==> src/tcsr_defs.svh <==
`ifndef TCSR_DEFS_SVH
`define TCSR_DEFS_SVH

// cause codes
`define TCSR_CAUSE_NONE    8'h00
`define TCSR_CAUSE_RESET   8'h01
`define TCSR_CAUSE_TIMEOUT 8'h2C
`define TCSR_CAUSE_ATN     8'h42
`define TCSR_CAUSE_ATN_MSG 8'h43
`define TCSR_CAUSE_ATN_BLK 8'h47
`define TCSR_CAUSE_NORMAL  8'h60
`define TCSR_CAUSE_L_ATN   8'h61
`define TCSR_CAUSE_L_MSG   8'h62
`define TCSR_CAUSE_L_BLK   8'h66

// step codes
`define TCSR_STEP_0 8'h00
`define TCSR_STEP_1 8'h01
`define TCSR_STEP_2 8'h02
`define TCSR_STEP_3 8'h03
`define TCSR_STEP_6 8'h06

`endif

==> src/tcsr_pkg.sv <==
package tcsr_pkg;
	// command being run
	typedef enum logic [1:0] {
		TCSR_CMD_CLOSE,
		TCSR_CMD_LINKED,
		TCSR_CMD_RELEASE
	} tcsr_cmd_t;

	// sequence position
	typedef enum logic [2:0] {
		TCSR_ST_IDLE,
		TCSR_ST_FIRST,
		TCSR_ST_SECOND,
		TCSR_ST_ATN,
		TCSR_ST_AFTER
	} tcsr_state_t;
endpackage

==> src/tcsr_report.sv <==
`timescale 1ns/1ps
`include "tcsr_defs.svh"

// Function
// - reset before any transfer reports cause 01H step 00H, all commands.
// - closing commands: reset in status is step 01H, message-in step 02H.
// - timeout stops at once: cause 2CH, step 01H status, 02H message-in.
// - reset or timeout ends the command in the detecting cycle; the attention state ignores both.
// - auto receipt off: attention after a phase gives 42H, phase step.
// - auto receipt on, one byte taken: 43H with phase step.
// - auto receipt on, buffer holds data: 47H with phase step.
// - auto receive mode selects between 42H and the 43H/47H codes.
// - linked, attention after message-in, auto off: 61H step 03H.
// - linked, attention after message-in, byte taken: 62H step 03H.
// - linked, attention after message-in, buffer blocked: 66H step 06H.
// - linked, attention after status gives 42H/43H/47H with step 01H.
// - release: reset while moving step 01H, after transfer step 02H.
// - release: timeout ends at once, cause 2CH step 01H.
// - release: attention outcomes after message-in all carry step 01H.
module tcsr_report (
	// clock and reset
	input  wire logic                core_clk,
	input  wire logic                rst,
	// command start
	input  wire logic                cmd_start,
	input  wire tcsr_pkg::tcsr_cmd_t cmd_kind,
	input  wire logic                auto_msg_rx_en,
	// phase sequencing from the transfer engine
	input  wire logic                phase_begin,
	input  wire logic                phase_done,
	input  wire logic                reqack_timeout,
	input  wire logic                msg_byte_taken,
	input  wire logic                msg_buf_blocked,
	// scsi pins, asynchronous
	input  wire logic                scsi_rst_pin,
	input  wire logic                scsi_atn_pin,
	// report to host
	output logic                     report_valid,
	output logic [7:0]               report_cause,
	output logic [7:0]               report_step,
	output logic                     busy,
	output logic                     phase_abort
);
	import tcsr_pkg::*;

	// ****************************************
	// pin synchronisers
	// ****************************************
	logic [2:0] rst_sync_q;
	logic [2:0] atn_sync_q;
	logic       rst_seen_q;
	logic       atn_seen_q;
	wire        rst_agree = rst_sync_q[1] == rst_sync_q[2];
	wire        atn_agree = atn_sync_q[1] == atn_sync_q[2];

	always_ff @(posedge core_clk) begin
		if (rst) begin
			rst_sync_q <= 3'h0;
			atn_sync_q <= 3'h0;
		end else begin
			rst_sync_q <= {rst_sync_q[1:0], scsi_rst_pin};
			atn_sync_q <= {atn_sync_q[1:0], scsi_atn_pin};
		end
	end

	// filtered levels only change once stages two and three agree
	always_ff @(posedge core_clk) begin
		if (rst) begin
			rst_seen_q <= 1'b0;
			atn_seen_q <= 1'b0;
		end else begin
			if (rst_agree)
				rst_seen_q <= rst_sync_q[2];
			if (atn_agree)
				atn_seen_q <= atn_sync_q[2];
		end
	end

	// ****************************************
	// sequence state
	// ****************************************
	tcsr_state_t state_q;
	tcsr_state_t state_d;
	tcsr_cmd_t   cmd_q;
	logic        auto_q;
	logic        moving_q;

	wire is_close   = cmd_q == TCSR_CMD_CLOSE;
	wire is_linked  = cmd_q == TCSR_CMD_LINKED;
	wire is_release = cmd_q == TCSR_CMD_RELEASE;
	wire active     = state_q != TCSR_ST_IDLE;
	// release has one moving phase; closing commands have two
	wire last_phase = is_release ? (state_q == TCSR_ST_FIRST)
	                             : (state_q == TCSR_ST_SECOND);
	wire in_phase   = state_q == TCSR_ST_FIRST
	               || state_q == TCSR_ST_SECOND;

	// ****************************************
	// outcome decode
	// ****************************************
	logic       fin;
	logic [7:0] cause_d;
	logic [7:0] step_d;

	// step for the phase in progress or just ended
	wire [7:0] phase_step = (state_q == TCSR_ST_SECOND)
	                        ? `TCSR_STEP_2 : `TCSR_STEP_1;
	// attention is judged against the phase that just closed
	logic atn_after_msg_q;

	// ****************************************
	// attention outcome decode
	// ****************************************
	// with auto receipt off the outcome is known at once
	wire       atn_ready = !auto_q || msg_byte_taken || msg_buf_blocked;
	// linked close-out after message-in has its own code family
	wire       atn_linked = is_linked && atn_after_msg_q;
	wire [7:0] atn_step_plain = (atn_after_msg_q && !is_release)
	                            ? `TCSR_STEP_2 : `TCSR_STEP_1;
	// plain codes
	// a blocked buffer outranks a taken byte
	wire [7:0] atn_cause_plain = !auto_q ? `TCSR_CAUSE_ATN
	                           : msg_buf_blocked ? `TCSR_CAUSE_ATN_BLK
	                           : `TCSR_CAUSE_ATN_MSG;
	wire [7:0] atn_cause_linked = !auto_q ? `TCSR_CAUSE_L_ATN
	                            : msg_buf_blocked ? `TCSR_CAUSE_L_BLK
	                            : `TCSR_CAUSE_L_MSG;
	wire [7:0] atn_step_linked = (auto_q && msg_buf_blocked)
	                             ? `TCSR_STEP_6 : `TCSR_STEP_3;
	wire [7:0] atn_cause = atn_linked ? atn_cause_linked : atn_cause_plain;
	wire [7:0] atn_step  = atn_linked ? atn_step_linked : atn_step_plain;

	always_comb begin
		state_d = state_q;
		fin     = 1'b0;
		cause_d = `TCSR_CAUSE_NONE;
		step_d  = `TCSR_STEP_0;
		unique case (state_q)
		TCSR_ST_IDLE: begin
			if (cmd_start)
				state_d = TCSR_ST_FIRST;
		end
		TCSR_ST_FIRST, TCSR_ST_SECOND: begin
			if (rst_seen_q && !moving_q && state_q == TCSR_ST_FIRST) begin
				fin     = 1'b1;
				cause_d = `TCSR_CAUSE_RESET;
				step_d  = `TCSR_STEP_0;
			end else if (rst_seen_q) begin
				fin     = 1'b1;
				cause_d = `TCSR_CAUSE_RESET;
				step_d  = phase_step;
			end else if (reqack_timeout) begin
				fin     = 1'b1;
				cause_d = `TCSR_CAUSE_TIMEOUT;
				step_d  = phase_step;
			end else if (phase_done) begin
				if (atn_seen_q)
					state_d = TCSR_ST_ATN;
				else if (!last_phase)
					state_d = TCSR_ST_SECOND;
				else if (is_release)
					state_d = TCSR_ST_AFTER;
				else begin
					fin     = 1'b1;
					cause_d = `TCSR_CAUSE_NORMAL;
					step_d  = `TCSR_STEP_3;
				end
			end
		end
		TCSR_ST_ATN: begin
			if (atn_ready) begin
				fin     = 1'b1;
				cause_d = atn_cause;
				step_d  = atn_step;
			end
		end
		TCSR_ST_AFTER: begin
			if (rst_seen_q) begin
				fin     = 1'b1;
				cause_d = `TCSR_CAUSE_RESET;
				step_d  = `TCSR_STEP_2;
			end else begin
				fin     = 1'b1;
				cause_d = `TCSR_CAUSE_NORMAL;
				step_d  = `TCSR_STEP_2;
			end
		end
		// unused codes fall back to idle rather than lock up
		default: begin
			state_d = TCSR_ST_IDLE;
		end
		endcase
		if (fin)
			state_d = TCSR_ST_IDLE;
	end

	// ****************************************
	// registers
	// ****************************************
	always_ff @(posedge core_clk) begin
		if (rst) begin
			state_q  <= TCSR_ST_IDLE;
			cmd_q    <= TCSR_CMD_CLOSE;
			auto_q   <= 1'b0;
			moving_q <= 1'b0;
			atn_after_msg_q <= 1'b0;
		end else begin
			state_q <= state_d;
			if (state_q == TCSR_ST_IDLE && cmd_start) begin
				cmd_q  <= cmd_kind;
				// mode latched at start so a mid-command write cannot split
				auto_q <= auto_msg_rx_en;
			end
			if (!in_phase)
				moving_q <= 1'b0;
			else if (phase_begin)
				moving_q <= 1'b1;
			if (in_phase && phase_done)
				atn_after_msg_q <= state_q == TCSR_ST_SECOND || is_release;
		end
	end

	// cause and step held until the next report; valid pulses for one cycle
	always_ff @(posedge core_clk) begin
		if (rst) begin
			report_valid <= 1'b0;
			report_cause <= `TCSR_CAUSE_NONE;
			report_step  <= `TCSR_STEP_0;
			busy         <= 1'b0;
			phase_abort  <= 1'b0;
		end else begin
			report_valid <= fin;
			busy         <= state_d != TCSR_ST_IDLE;
			phase_abort  <= fin && in_phase
			                && (rst_seen_q || reqack_timeout);
			if (fin) begin
				report_cause <= cause_d;
				report_step  <= step_d;
			end
		end
	end

	wire unused_ok = active | is_close;
endmodule

==> config.mk <==
export PLATFORM = sky130hd
export DESIGN_NAME = tcsr_report
export DESIGN_NICKNAME = d
export VERILOG_FILES = /design/src/tcsr_pkg.sv /design/src/tcsr_report.sv
export VERILOG_INCLUDE_DIRS = /design/src
export SDC_FILE = /design/constraint.sdc
export NUM_CORES = 1
export LEC_CHECK = 0
export BUFFER_PORTS_ARGS = -buffer_cell sky130_fd_sc_hd__buf_2
export CELL_PAD_IN_SITES_DETAIL_PLACEMENT = 1
export CELL_PAD_IN_SITES_GLOBAL_PLACEMENT = 1
export CORE_ASPECT_RATIO = 0.9
export CORE_MARGIN = 2
export CORE_UTILIZATION = 41
export CTS_BUF_LIST = sky130_fd_sc_hd__clkbuf_4 sky130_fd_sc_hd__clkbuf_8
export DETAILED_ROUTE_END_ITERATION = 6
export PLACE_DENSITY_LB_ADDON = 0.1
export SKIP_LAST_GASP = 1
export SLEW_MARGIN = 20
export SYNTH_ARGS = -nofsm -noshare
export SYNTH_HDL_FRONTEND = slang
export SYNTH_SLANG_ARGS = --single-unit
==> constraint.sdc <==
create_clock -name core_clk -period 2.19 [get_ports core_clk]
set_clock_uncertainty 0.15 [all_clocks]
set_input_delay 0.438 -clock core_clk [delete_from_list [all_inputs] [get_ports core_clk]]
set_output_delay 0.438 -clock core_clk [all_outputs]
set_load 0.05 [all_outputs]
======== Word level (Yosys, flattened, before mapping) ========
Cells that the tools add are included.
storage, ports and cells
  register bits after elaboration ......... 35
  latch bits .............................. 0
  bits in writable memories ............... 0
  bits in read-only memories .............. 0
  memories kept ........................... 0
cells by class
  add/sub/neg operators ................... 0
  $mul .................................... 0
  divide/modulo/power cells ............... 0
  magnitude comparators ................... 0
  equality and inequality tests ........... 8
  shifts and indexed selects .............. 0
  mux-type cells .......................... 48
  bitwise operators ....................... 1
  reduce and logical (&&, ||, !) cells .... 22
operators with widths
  kind                                                             count
  7-bit two-way mux                                                9
  3-bit two-way mux                                                16
  7-bit one-hot mux with 3 select lines                            1
  2-bit two-way mux                                                9
  3-bit one-hot mux with 3 select lines                            2
  1-bit logical AND                                                9
  1-bit two-way mux                                                9
  3-bit by 2-bit == test with 1-bit output, second input constant  2
  6-bit two-way mux                                                1
  2-bit OR reduction                                               3
  1-bit logical OR                                                 5
  3-bit by 1-bit == test with 1-bit output, second input constant  1
  3-bit == test, second input constant                             1
  1-bit logical NOT                                                3
  3-bit logical NOT                                                1
  1-bit one-hot mux with 3 select lines                            1
  3-bit nonzero test                                               1
  1-bit == test                                                    2
  2-bit by 1-bit == test with 1-bit output, second input constant  1
  2-bit == test, second input constant                             1
  1-bit NOT                                                        1

======== Logic depth before layout (Yosys ltp) ========
Gate-level depths: netlist (run 1).
  depth after elaboration ................. 11
  mapped depth ............................ 6
  depth with buffers taken out ............ 6

======== Worst setup path before layout (run 1) ========
No wires, ideal clock.
  path type ............................... input to register
  from .................................... input port msg_byte_taken
  to ...................................... register busy
  setup time .............................. 0.103 ns
  arrival time ............................ 1.471 ns
  required time ........................... 1.937 ns
  path slack .............................. 0.465 ns
  stages on the path ...................... 4
  path buffers ............................ 0
  cells stage by stage .................... nor3b_1 > o32a_1 > nand2_2 > a2111oi_2
between the ends
  word-level cells in the longest chain between the ends .. 6
ends and longest elaborated chain
  element                                RTL line            source
  start, declared                        tcsr_report.sv:32   input wire logic msg_byte_taken,
  1-bit logical OR (2 in series)         tcsr_report.sv:115  wire atn_ready = !auto_q || msg_byte_taken || msg_buf_blocked;
  1-bit two-way mux                      tcsr_report.sv:171  if (atn_ready) begin
  1-bit one-hot mux with 3 select lines  tcsr_report.sv:138  unique case (state_q)
  3-bit two-way mux                      tcsr_report.sv:193  if (fin)
  3-bit nonzero test                     tcsr_report.sv:233  busy <= state_d != TCSR_ST_IDLE;
  end signal, assigned                   tcsr_report.sv:229  busy <= 1'b0;
  end signal, assigned                   tcsr_report.sv:233
  end, declared                          tcsr_report.sv:41   output logic busy,
No other way between the ends.
A chain may end at the register's enable or synchronous reset.

======== Worst setup path in the final report (run 1) ========
  from .................................... register state_q[1]
  to ...................................... register busy
between the ends
  word-level cells in the longest chain between the ends .. 11
ends and longest elaborated chain
  element                                                                                                      RTL line            source
  start, declared                                                                                              tcsr_report.sv:82   tcsr_state_t state_q;
  start signal, assigned                                                                                       tcsr_report.sv:208  state_q <= state_d;
  3-bit by 2-bit == test with 1-bit output / 3-bit by 1-bit == test with 1-bit output (equally long branches)  --
  1-bit two-way mux                                                                                            tcsr_report.sv:93   wire last_phase = is_release ? (state_q == TCSR_ST_FIRST)
  3-bit two-way mux / 1-bit two-way mux (equally long branches)                                                tcsr_report.sv:159  else if (!last_phase)
  3-bit two-way mux / 1-bit two-way mux (equally long branches)                                                tcsr_report.sv:157  if (atn_seen_q)
  3-bit two-way mux / 1-bit two-way mux (equally long branches)                                                tcsr_report.sv:156  end else if (phase_done) begin
  3-bit two-way mux / 1-bit two-way mux (equally long branches)                                                tcsr_report.sv:152  end else if (reqack_timeout) begin
  3-bit two-way mux / 1-bit two-way mux (equally long branches)                                                tcsr_report.sv:148  end else if (rst_seen_q) begin
  3-bit two-way mux / 1-bit two-way mux (equally long branches)                                                tcsr_report.sv:144  if (rst_seen_q && !moving_q && state_q == TCSR_ST_FIRST) begin
  3-bit one-hot mux with 3 select lines / 1-bit one-hot mux with 3 select lines (equally long branches)        tcsr_report.sv:138
  3-bit two-way mux (*)                                                                                        tcsr_report.sv:193
  3-bit nonzero test (*)                                                                                       tcsr_report.sv:233
Mark *: on every way between the ends. The rest lies on a longest branch, timed or not.

==> qor.csv, run 1 <==
stage,metric,value,unit
status,status,completed,
power_and_ir_drop,p_per_area,712.8,nW/µm²
critical_path,slowest_stage,dfxtp_1,
timing,rsz0062_at_grt,no,
clock_tree,clk_latency,0.27,ns
critical_path,r2r_setup_slack,0.17,ns
route,route.vias.total,1175,
route,drtPass1Iterations,4,
synthesis,async_flop_share,0,%
worst_hold_path,worstHoldStart,phase_begin,
timing,hold_viol,0,
placed_design,io_buffer_count,24,
timing,setup_viol,0,
die,die_w,64.80,µm
timing,fin_crit_sh,92.01,%
clock_tree,cts-root-buf,clkbuf_8,
worst_hold_path,worstHoldPathType,primary input to flip-flop,
timing,slew_headroom,60.48,%
die,row_count,19,
synthesis,synth-seq-cells,28,
die,die_area,3804,µm²
placed_design,place_congestion,0.9555,
power_and_ir_drop,p_sw,0.0003561,W
power_and_ir_drop,comb_power_share,24.1,%
critical_path,worstPathArrival,2.03,ns
timing,finalMaxSlewViolations,0,
timing,period_minus_slack,2.015,ns
route,m1WireLength,1479,µm
power_and_ir_drop,p_leak,0.6155,nW
timing,finalSetupTns,0,ns
finish,fin_nets,191,
clock_tree,cts_max_level,1,
global_routing,grt_pass1_wl,5713,µm
timing,hold_ws,0.2218,ns
critical_path,rr_worst_depth,4,
clock_tree,clk_transition_reported_paths,0.09,ns
finish,num_antenna_cells,0,
critical_path,cp_top_family,compound AO/OA/AOI/OAI gates,
critical_path,cp-start-kind,flip-flop,
die,die_h,58.72,µm
route,routed-wl-met2,1729,µm
route,vias_per_cell,5.415,
finish,syn_to_final_growth,13.67,%
synthesis,yosys.area.top_type_share,41.10,%
global_routing,antenna_found_initial,0,
clock_tree,cts_resized,0,
global_routing,grt_max_degree,16,
power_and_ir_drop,p_seq_share,51.3,%
critical_path,crit_required,2.20,ns
route,top_layer,met4,
synthesis,yosysSeqAreaShare,41.10,%
synthesis,synth_top_cell_by_area,dfxtp_1,
synthesis,synthTopCellsByArea,"dfxtp_1, nor2b_1, buf_4",
die,io-pin-count,32,
die,start_util,43.79,%
critical_path,crit_chain,"xnor2_1, o32a_1, nand2_2, a2111oi_2",
critical_path,crit_cells,4,
route,avgRoutedWirePerCell,15.57,µm
clock_tree,clock_path_buffers,2,
synthesis,avgSynthCellArea,8.972,µm²
synthesis,ys_types,42,
global_routing,grt_overflow,0,
power_and_ir_drop,peakVddDrop,467.0,µV
route,routed_wl,3379,µm
clock_tree,clock-sinks,28,
clock_tree,cts_tree,done,
clock_tree,cts_hold_buf,0,
synthesis,synthTopCellsByCount,"dfxtp_1, nor2_1, nand3_1, nor2b_1",
clock_tree,cts_setup_buffers,0,
route,drc,0,
global_routing,grt_pass1_vias,1197,
critical_path,r2r-end,busy$_SDFF_PP0_,
route,ant_nets,0,
worst_hold_path,min_delay_path_depth,3,
worst_hold_path,min_to,moving_q$_SDFFE_PP0P_,
critical_path,r2r_start,state_q[1]$_SDFF_PP0_,
timing,max_freq,0.4963,GHz
critical_path,cp-end-kind,flip-flop,
synthesis,synth-main-ff-cell,dfxtp_1,
synthesis,synth_edf_count,0,
power_and_ir_drop,sw_frac_of_total,32.23,%
synthesis,syn_inst,152,
job,maxCapViolations,0,
synthesis,ys.warnings.count,0,
timing,worst_pin_slew,0.5916,ns
power_and_ir_drop,p_int,0.0007489,W
synthesis,syn_area,1364,µm²
critical_path,slowest_delay,0.63,ns
route,drt_iter0_drc,36,
synthesis,synth_most_common_cell,dfxtp_1,
clock_tree,cts_buffers,3,
global_routing,grt_util_all_layers,19.64,%
die,core_area,3114,µm²
critical_path,cp_num_buf_inv,0,
placed_design,hpwl,2596,µm
critical_path,path_max_fanout,14,
power_and_ir_drop,clkPwrFrac,24.6,%
finish,utilization,49.78,%
route,route.met3.wl,126,µm
critical_path,crit_type,flip-flop to flip-flop,
finish,drive_above_1_share,25.71,%
routing by layer:
metal  up-vias  global-route usage (%)
met5         -                       0
met4         0                   6.991
met3         4                   3.824
met2        34                   35.49
met1       567                   23.35
li1        570                       -
through the flow:
stage / power (W) / std cells / worst slack [ns] / cell area (µm²)
after global placement: 0.0008378 / 214 / 0.2228 / 1509
final: 0.001105 / 217 / 0.1750 / 1550
after CTS: 0.001121 / 217 / 0.1775 / 1550
after detailed placement: 0.0008445 / 214 / 0.1005 / 1509
after floorplan: 0.0007899 / 158 / 0.4652 / 1386
after global routing: 0.001161 / 217 / 0.01096 / 1550
layout by cell type (no fill, tap or decap), types with 2 or more instances in the layout:
cell and n:
or3_1 2, buf_2 24, dfxtp_1 28, buf_4 5
or2_2 3, nor2_1 14, nand2b_1 4, a21o_1 2
a41oi_1 2, conb_1 7, mux2i_1 2, a31oi_1 3
a21oi_1 8, nor3b_1 3, a211oi_1 3, nand3_1 10
inv_1 7, nand3b_1 2, a221oi_2 2, clkbuf_8 3
o21ai_0 6, nor2b_1 10, nand2_1 4, nor4_1 2
nor4b_2 2
sequential cells by signal, summed over array words and instances, names as in the netlist, 2 cells and up:
register,count
report_cause,6
report_step,3
cmd_q,2
atn_sync_q,3
state_q,3
rst_sync_q,3
power by group through the flow:
stage / Combinational, W / Clock (W) / Sequential (W)
6_report: 0.000267 / 0.000271 / 0.000567
5_1_grt: 0.000290 / 0.000300 / 0.000571
4_1_cts: 0.000268 / 0.000286 / 0.000567
3_5_place_dp: 0.000266 / 0 / 0.000578
3_3_place_gp: 0.000261 / 0 / 0.000577
2_1_floorplan: 0.000166 / 0 / 0.000623
layout make-up:
type                            count  area, µm²
Multi-Input combinational cell    108      711.9
Fill cell                         398       1564
Inverter                            7      26.28
Clock buffer                        3      41.29
Tap cell                           42      52.55
Timing Repair Buffer               29      157.7
Sequential cell                    28      560.5
worst max-delay path by stage:
stage,from,end,slack [ns]
floorplan,msg_byte_taken,busy$_SDFF_PP0_,0.47
global placement,msg_buf_blocked,busy$_SDFF_PP0_,0.22
detailed placement,msg_byte_taken,busy$_SDFF_PP0_,0.10
CTS,auto_q$_SDFFE_PP0P_,busy$_SDFF_PP0_,0.18
global route,state_q[1]$_SDFF_PP0_,report_cause[5]$_SDFFE_PP0N_,0.01
finish,state_q[1]$_SDFF_PP0_,busy$_SDFF_PP0_,0.17
cell families after synthesis:
family,count (synthesis),share of synthesized area (%)
AOI/OAI and AO/OA,35,20.64
xor gates and xnor gates,2,1.285
adders and majority gates,1,0.9173
buffers and inverters,22,8.349
DFF,28,41.10
muxes,3,2.294
other,1,0.2750
and+or+nand+nor,60,25.14
tightest hold or removal path: stages:
cell	delay, ns
buf_2	0.08
nor2_1	0.03
nor2_1	0.07
(Power assumes the default switching activity.)
==> run 2: changes to the inputs <==
- SETUP_SLACK_MARGIN: not set -> 0.2
==> run 2 against run 1 <==
  * Non-clock buffer count stayed put
  * Cell count is the same
  * Core utilization up 0.24 points
  * Routed wire length up 0.71%
  * Sequential share of layout area is 0.094 points lower
  * Clock power about the same
  * Sequential cell count stayed put
  * Fmax increased by 8.0%
  * Combinational power barely moved
  * Highest routed layer unchanged
==> qor.csv, run 2 (synthesis results as in run 1) <==
stage,metric,value,unit,change
status,status,completed,,
worst_hold_path,min_to,moving_q$_SDFFE_PP0P_,,
route,ant_nets,0,,unchanged
route,route.vias.total,1180,,+0.43%
power_and_ir_drop,p_leak,0.6178,nW,+0.36%
finish,fin_nets,191,,unchanged
clock_tree,clock-sinks,28,,unchanged
critical_path,rr_worst_depth,4,,unchanged
power_and_ir_drop,sw_frac_of_total,32.27,%,+0.040 points
power_and_ir_drop,p_seq_share,51.2,%,about the same
critical_path,slowest_delay,0.53,ns,-0.10 ns
critical_path,crit_required,2.23,ns,+0.03 ns
timing,finalMaxSlewViolations,0,,unchanged
timing,slew_headroom,60.73,%,+0.26 points
clock_tree,cts_buffers,3,,unchanged
global_routing,grt_pass1_wl,5740,µm,+0.47%
critical_path,path_max_fanout,8,,-6
route,routed_wl,3403,µm,+0.71%
power_and_ir_drop,power,0.001107,W,+0.19%
die,core_area,3114,µm²,unchanged
finish,layout_common_cells,"dfxtp_1, buf_2, nor2_1",,
critical_path,crit_type,flip-flop to flip-flop,,
finish,mostFrequentLayoutCell,dfxtp_1,,
timing,fin_crit_sh,85.20,%,-6.8 points
timing,period_minus_slack,1.866,ns,-0.1491 ns
die,io-pin-count,32,,unchanged
critical_path,slowest_stage,dfxtp_1,,
die,die_area,3804,µm²,unchanged
clock_tree,cts_setup_buffers,0,,unchanged
finish,top_register,report_cause,,
critical_path,worstPathArrival,1.91,ns,-0.12 ns
timing,hold_viol,0,,unchanged
critical_path,cp-start-kind,flip-flop,,
placed_design,io_buffer_count,24,,unchanged
die,die_w,64.80,µm,unchanged
clock_tree,clk_latency,0.27,ns,about the same
clock_tree,clk_transition_reported_paths,0.09,ns,about the same
power_and_ir_drop,p_int,0.0007499,W,+0.13%
placed_design,hpwl,2596,µm,unchanged
worst_hold_path,min_delay_path_depth,3,,unchanged
clock_tree,clock_path_buffers,2,,unchanged
clock_tree,cts_tree,done,,
power_and_ir_drop,clkPwrFrac,24.6,%,about the same
die,row_count,19,,unchanged
critical_path,r2r_start,state_q[0]$_SDFF_PP0_,,
critical_path,r2r_setup_slack,0.32,ns,+0.15 ns
timing,finalSetupTns,0,ns,unchanged
die,start_util,43.79,%,unchanged
route,vias_per_cell,5.438,,+0.43%
power_and_ir_drop,comb_power_share,24.2,%,about the same
global_routing,grt_overflow,0,,unchanged
route,drtPass1Iterations,4,,unchanged
worst_hold_path,worstHoldPathType,primary input to flip-flop,,
finish,drive_above_1_share,27.43,%,+1.7 points
finish,largest_reg_flops,6,,unchanged
power_and_ir_drop,peakVddDrop,467.3,µV,about the same
finish,num_antenna_cells,0,,unchanged
power_and_ir_drop,p_per_area,710.7,nW/µm²,-0.29%
global_routing,grt_util_all_layers,19.72,%,+0.082 points
critical_path,r2r-end,report_cause[5]$_SDFFE_PP0N_,,
finish,syn_to_final_growth,14.22,%,
route,drc,0,,unchanged
global_routing,grt_max_degree,16,,unchanged
route,drt_iter0_drc,50,,+39%
timing,rsz0062_at_grt,no,,
worst_hold_path,worstHoldStart,phase_begin,,
finish,utilization,50.02,%,+0.24 points
global_routing,antenna_found_initial,0,,unchanged
clock_tree,cts-root-buf,clkbuf_8,,
die,die_h,58.72,µm,unchanged
clock_tree,cts_max_level,1,,unchanged
route,avgRoutedWirePerCell,15.68,µm,+0.71%
timing,setup_viol,0,,unchanged
critical_path,crit_chain,"xnor2_1, o32a_2, and2_4, a221oi_2",,
placed_design,place_congestion,0.9555,,unchanged
power_and_ir_drop,p_sw,0.0003573,W,+0.32%
global_routing,grt_pass1_vias,1197,,unchanged
job,maxCapViolations,0,,unchanged
finish,stdcell_count,217,,unchanged
timing,worst_pin_slew,0.5877,ns,-0.003836 ns
timing,max_freq,0.5359,GHz,+8.0%
placed_design,dp.cells,214,,unchanged
critical_path,cp-end-kind,flip-flop,,
==> run 2: routing by layer <==
layer,global-route usage (%),routed length [µm],vias to the layer above
li1,-,-,576
met1,23.59,1476,570
met2,35.49,1759,30
met3,3.824,123,4
met4,6.991,43,0
met5,0,0,-
==> run 2: layout make-up <==
type	instances	area, µm²
Tap cell	42	52.55
Clock buffer	3	41.29
Inverter	7	26.28
Fill cell	404	1556
Timing Repair Buffer	29	157.7
Sequential cell	28	561.8
Multi-Input combinational cell	108	718.2
==> run 2: worst max-delay path: cells and delay by family (launching register included) <==
family / cells / cell delay, ns
xor+xnor: 1 / 0.16
simple gates: 1 / 0.21
flops: 1 / 0.53
compound gates: 2 / 0.73
==> run 2: what timing repair did <==
item,4_1_cts,5_1_grt
endpoints found under the hold margin,0,0
hold buffers,0,0
resized for setup,2,1
endpoints found under the setup margin,3,2
==> run 2: how the worst max path moves through the flow <==
stage	depth (start not counted)	to	startpoint
final	4	report_cause[5]$_SDFFE_PP0N_	state_q[0]$_SDFF_PP0_
after global routing	4	report_cause[5]$_SDFFE_PP0N_	state_q[0]$_SDFF_PP0_
after CTS	4	busy$_SDFF_PP0_	state_q[0]$_SDFF_PP0_
after detailed placement	5	busy$_SDFF_PP0_	msg_byte_taken
after global placement	5	busy$_SDFF_PP0_	msg_buf_blocked
after floorplan	4	busy$_SDFF_PP0_	msg_byte_taken
==> run 2: stage by stage <==
stage / worst slack [ns] / instance area [µm²] / hold WS, ns
4_1_cts: 0.3017 / 1556 / 0.2186
5_1_grt: 0.2290 / 1558 / 0.2369
2_1_floorplan: 0.4652 / 1386 / 0.2638
3_3_place_gp: 0.2228 / 1509 / 0.2856
6_report: 0.3241 / 1558 / 0.2209
3_5_place_dp: 0.1005 / 1509 / 0.2791
==> run 2: power groups by stage <==
stage	sequential, W	combinational (W)	clock, W
after detailed placement	0.000578	0.000266	0
after floorplan	0.000623	0.000166	0
after CTS	0.000567	0.000269	0.000286
after global routing	0.000571	0.000291	0.000300
after global placement	0.000577	0.000261	0
final	0.000567	0.000268	0.000272
==> run 3: changes to the inputs <==
- CORE_ASPECT_RATIO: 0.9 -> 0.5
==> run 3 against run 2 <==
  * Hold slack got worse by 0.0050 ns
  * Sequential power about the same
  * Count of clock-buffer cells in the layout did not move
  * Global-route usage shrank 0.24 points
  * Sequential cell count unchanged
  * Clock power rose by 49%
  * Cell count rose by 0.92%
  * Routed wire length increased by 0.94%
  * Register-to-register slack worse by 0.05 ns
  * Largest power group unchanged
  * Highest routed layer unchanged
==> qor.csv, run 3 (synthesis results as in run 1) <==
stage,metric,value,unit,change
status,status,completed,,
timing,rsz0062_at_grt,yes,,
finish,multi_input_area,711.9,µm²,-0.87%
power_and_ir_drop,p_per_area,777.1,nW/µm²,+9.3%
critical_path,worstPathArrival,1.96,ns,+0.05 ns
clock_tree,cts_tree,done,,
die,row_count,14,,-5
clock_tree,cts_buffers,3,,unchanged
critical_path,slowest_stage,dfxtp_1,,
placed_design,io_buffer_count,24,,unchanged
finish,syn_to_final_growth,17.52,%,
power_and_ir_drop,p_int,0.0008735,W,+16%
finish,largest_reg_flops,6,,unchanged
global_routing,grt_overflow,0,,unchanged
timing,hold_viol,0,,unchanged
timing,worst_pin_slew,0.5259,ns,-0.06179 ns
global_routing,grt_util_all_layers,19.48,%,-0.24 points
die,die_area,3832,µm²,+0.71%
timing,hold_ws,0.2159,ns,-0.005031 ns
timing,finalSetupTns,0,ns,unchanged
route,vias_per_cell,5.388,,-0.91%
finish,fin_nets,194,,+1.6%
route,drt_iter0_drc,32,,-36%
die,io-pin-count,32,,unchanged
finish,utilization,51.99,%,+2.0 points
clock_tree,clk_latency,0.28,ns,about the same
placed_design,place_congestion,0.8428,,-12%
route,drtPass1Iterations,4,,unchanged
critical_path,r2r_setup_slack,0.28,ns,-0.05 ns
die,die_h,44.78,µm,-24%
power_and_ir_drop,p_sw,0.0003720,W,+4.1%
clock_tree,cts_max_level,1,,unchanged
clock_tree,clock_path_buffers,2,,unchanged
clock_tree,clock-sinks,28,,unchanged
finish,layout_common_cells,"dfxtp_1, buf_2, nor2_1",,
die,die_w,85.57,µm,+32%
critical_path,crit_end,report_cause[5]$_SDFFE_PP0N_,,
die,core_area,3083,µm²,-1.0%
finish,nFillCells,370,,-8.4%
worst_hold_path,worstHoldPathType,primary input to flip-flop,,
global_routing,grt_max_degree,25,,+9
critical_path,slowest_delay,0.52,ns,about the same
finish,drive_above_1_share,28.49,%,+1.1 points
job,maxCapViolations,0,,unchanged
finish,mostFrequentLayoutCell,dfxtp_1,,
critical_path,crit_required,2.23,ns,about the same
timing,setup_viol,0,,unchanged
timing,max_freq,0.5223,GHz,-2.5%
timing,slew_headroom,64.85,%,+4.1 points
finish,seqCellArea,563.0,µm²,+0.22%
die,start_util,44.24,%,+0.44 points
critical_path,crit_chain,"nor4b_2, a32oi_4, and2_4, a221oi_2",,
clock_tree,cts-root-buf,clkbuf_8,,
route,routed_wl,3435,µm,+0.94%
critical_path,r2r_start,state_q[1]$_SDFF_PP0_,,
power_and_ir_drop,clkPwrFrac,32.6,%,+8.0 points
critical_path,path_max_fanout,10,,+2
timing,fin_crit_sh,87.43,%,+2.2 points
route,avgRoutedWirePerCell,15.68,µm,about the same
finish,num_antenna_cells,0,,unchanged
power_and_ir_drop,sw_frac_of_total,29.86,%,-2.4 points
route,drc,0,,unchanged
power_and_ir_drop,p_leak,0.6464,nW,+4.6%
critical_path,crit_start,state_q[1]$_SDFF_PP0_,,
timing,finalMaxSlewViolations,0,,unchanged
critical_path,rr_worst_depth,4,,unchanged
power_and_ir_drop,peakVddDrop,449.6,µV,-3.8%
route,route.vias.total,1180,,unchanged
critical_path,cp-end-kind,flip-flop,,
global_routing,grt_pass1_vias,1172,,-2.1%
power_and_ir_drop,p_seq_share,45.6,%,-5.6 points
timing,period_minus_slack,1.915,ns,+0.04870 ns
global_routing,grt_pass1_wl,5658,µm,-1.4%
route,ant_nets,0,,unchanged
finish,top_register,report_cause,,
critical_path,cp-start-kind,flip-flop,,
clock_tree,clk_transition_reported_paths,0.09,ns,about the same
critical_path,r2r-end,report_cause[5]$_SDFFE_PP0N_,,
placed_design,hpwl,2537,µm,-2.3%
global_routing,antenna_found_initial,0,,unchanged
critical_path,crit_type,flip-flop to flip-flop,,
power_and_ir_drop,comb_power_share,21.8,%,-2.4 points
==> run 3: changes by cell type in the layout (fill, tap and decap cells not counted) <==
cell       delta
nor3b_1       +1
o32a_2        -1
bufinv_16     +1
buf_4         +3
dfxtp_2       +1
o32a_1        +1
dfxtp_1       -1
nor3b_2       -1
==> run 3: layout make-up <==
| cell class | instances | area share, % |
|---|---|---|
| Timing Repair Buffer | 32 | 11.24 |
| Clock buffer | 3 | 2.576 |
| Tap cell | 40 | 3.123 |
| Sequential cell | 28 | 35.13 |
| Inverter | 7 | 1.639 |
| Clock inverter | 1 | 1.874 |
| Multi-Input combinational cell | 108 | 44.42 |
==> run 3: critical path: cells and delay by family, from the launching register on <==
kind	cells	cell delay (ns)
AND/OR/NAND/NOR	2	0.64
flip-flops	1	0.52
AO/OA/AOI/OAI	2	0.51
==> run 3: what timing repair did <==
item / 4_1_cts / 5_1_grt
endpoints found under the setup margin: 0 / 6
hold buffers: 0 / 0
buffers inserted: 0 / 0
gates resized for setup: 0 / 2
==> run 3: metal layers <==
| metal | routed length [µm] | global-route usage, % |
|---|---|---|
| met5 | 0 | 0 |
| met4 | 8 | 3.175 |
| met3 | 166 | 6.399 |
| met2 | 1547 | 33.75 |
| met1 | 1713 | 24.75 |
==> run 3: per-stage QoR <==
| step | setup slack, ns | instance area, µm² | power [W] | cells |
|---|---|---|---|---|
| detailed placement | 0.2251 | 1529 | 0.0008479 | 215 |
| finish | 0.2754 | 1603 | 0.001246 | 219 |
| CTS | 0.2461 | 1600 | 0.001258 | 219 |
| global route | 0.1935 | 1603 | 0.001308 | 219 |
| global placement | 0.2934 | 1529 | 0.0008405 | 215 |
| floorplan | 0.4652 | 1386 | 0.0007899 | 158 |
==> run 3: power groups by stage <==
stage | combinational, W | clock [W] | sequential, W
CTS | 0.000272 | 0.000419 | 0.000567
floorplan | 0.000166 | 0 | 0.000623
detailed placement | 0.000271 | 0 | 0.000577
global placement | 0.000265 | 0 | 0.000576
finish | 0.000272 | 0.000406 | 0.000568
global route | 0.000293 | 0.000443 | 0.000572
==> run 3: worst min path at each step <==
stage,from,end,cells past startpoint
after floorplan,atn_sync_q[0]$_SDFF_PP0_,atn_sync_q[1]$_SDFF_PP0_,1
after global placement,atn_sync_q[0]$_SDFF_PP0_,atn_sync_q[1]$_SDFF_PP0_,1
after detailed placement,atn_sync_q[0]$_SDFF_PP0_,atn_sync_q[1]$_SDFF_PP0_,1
after CTS,scsi_atn_pin,atn_sync_q[0]$_SDFF_PP0_,2
after global routing,scsi_atn_pin,atn_sync_q[0]$_SDFF_PP0_,2
final,scsi_atn_pin,atn_sync_q[0]$_SDFF_PP0_,2
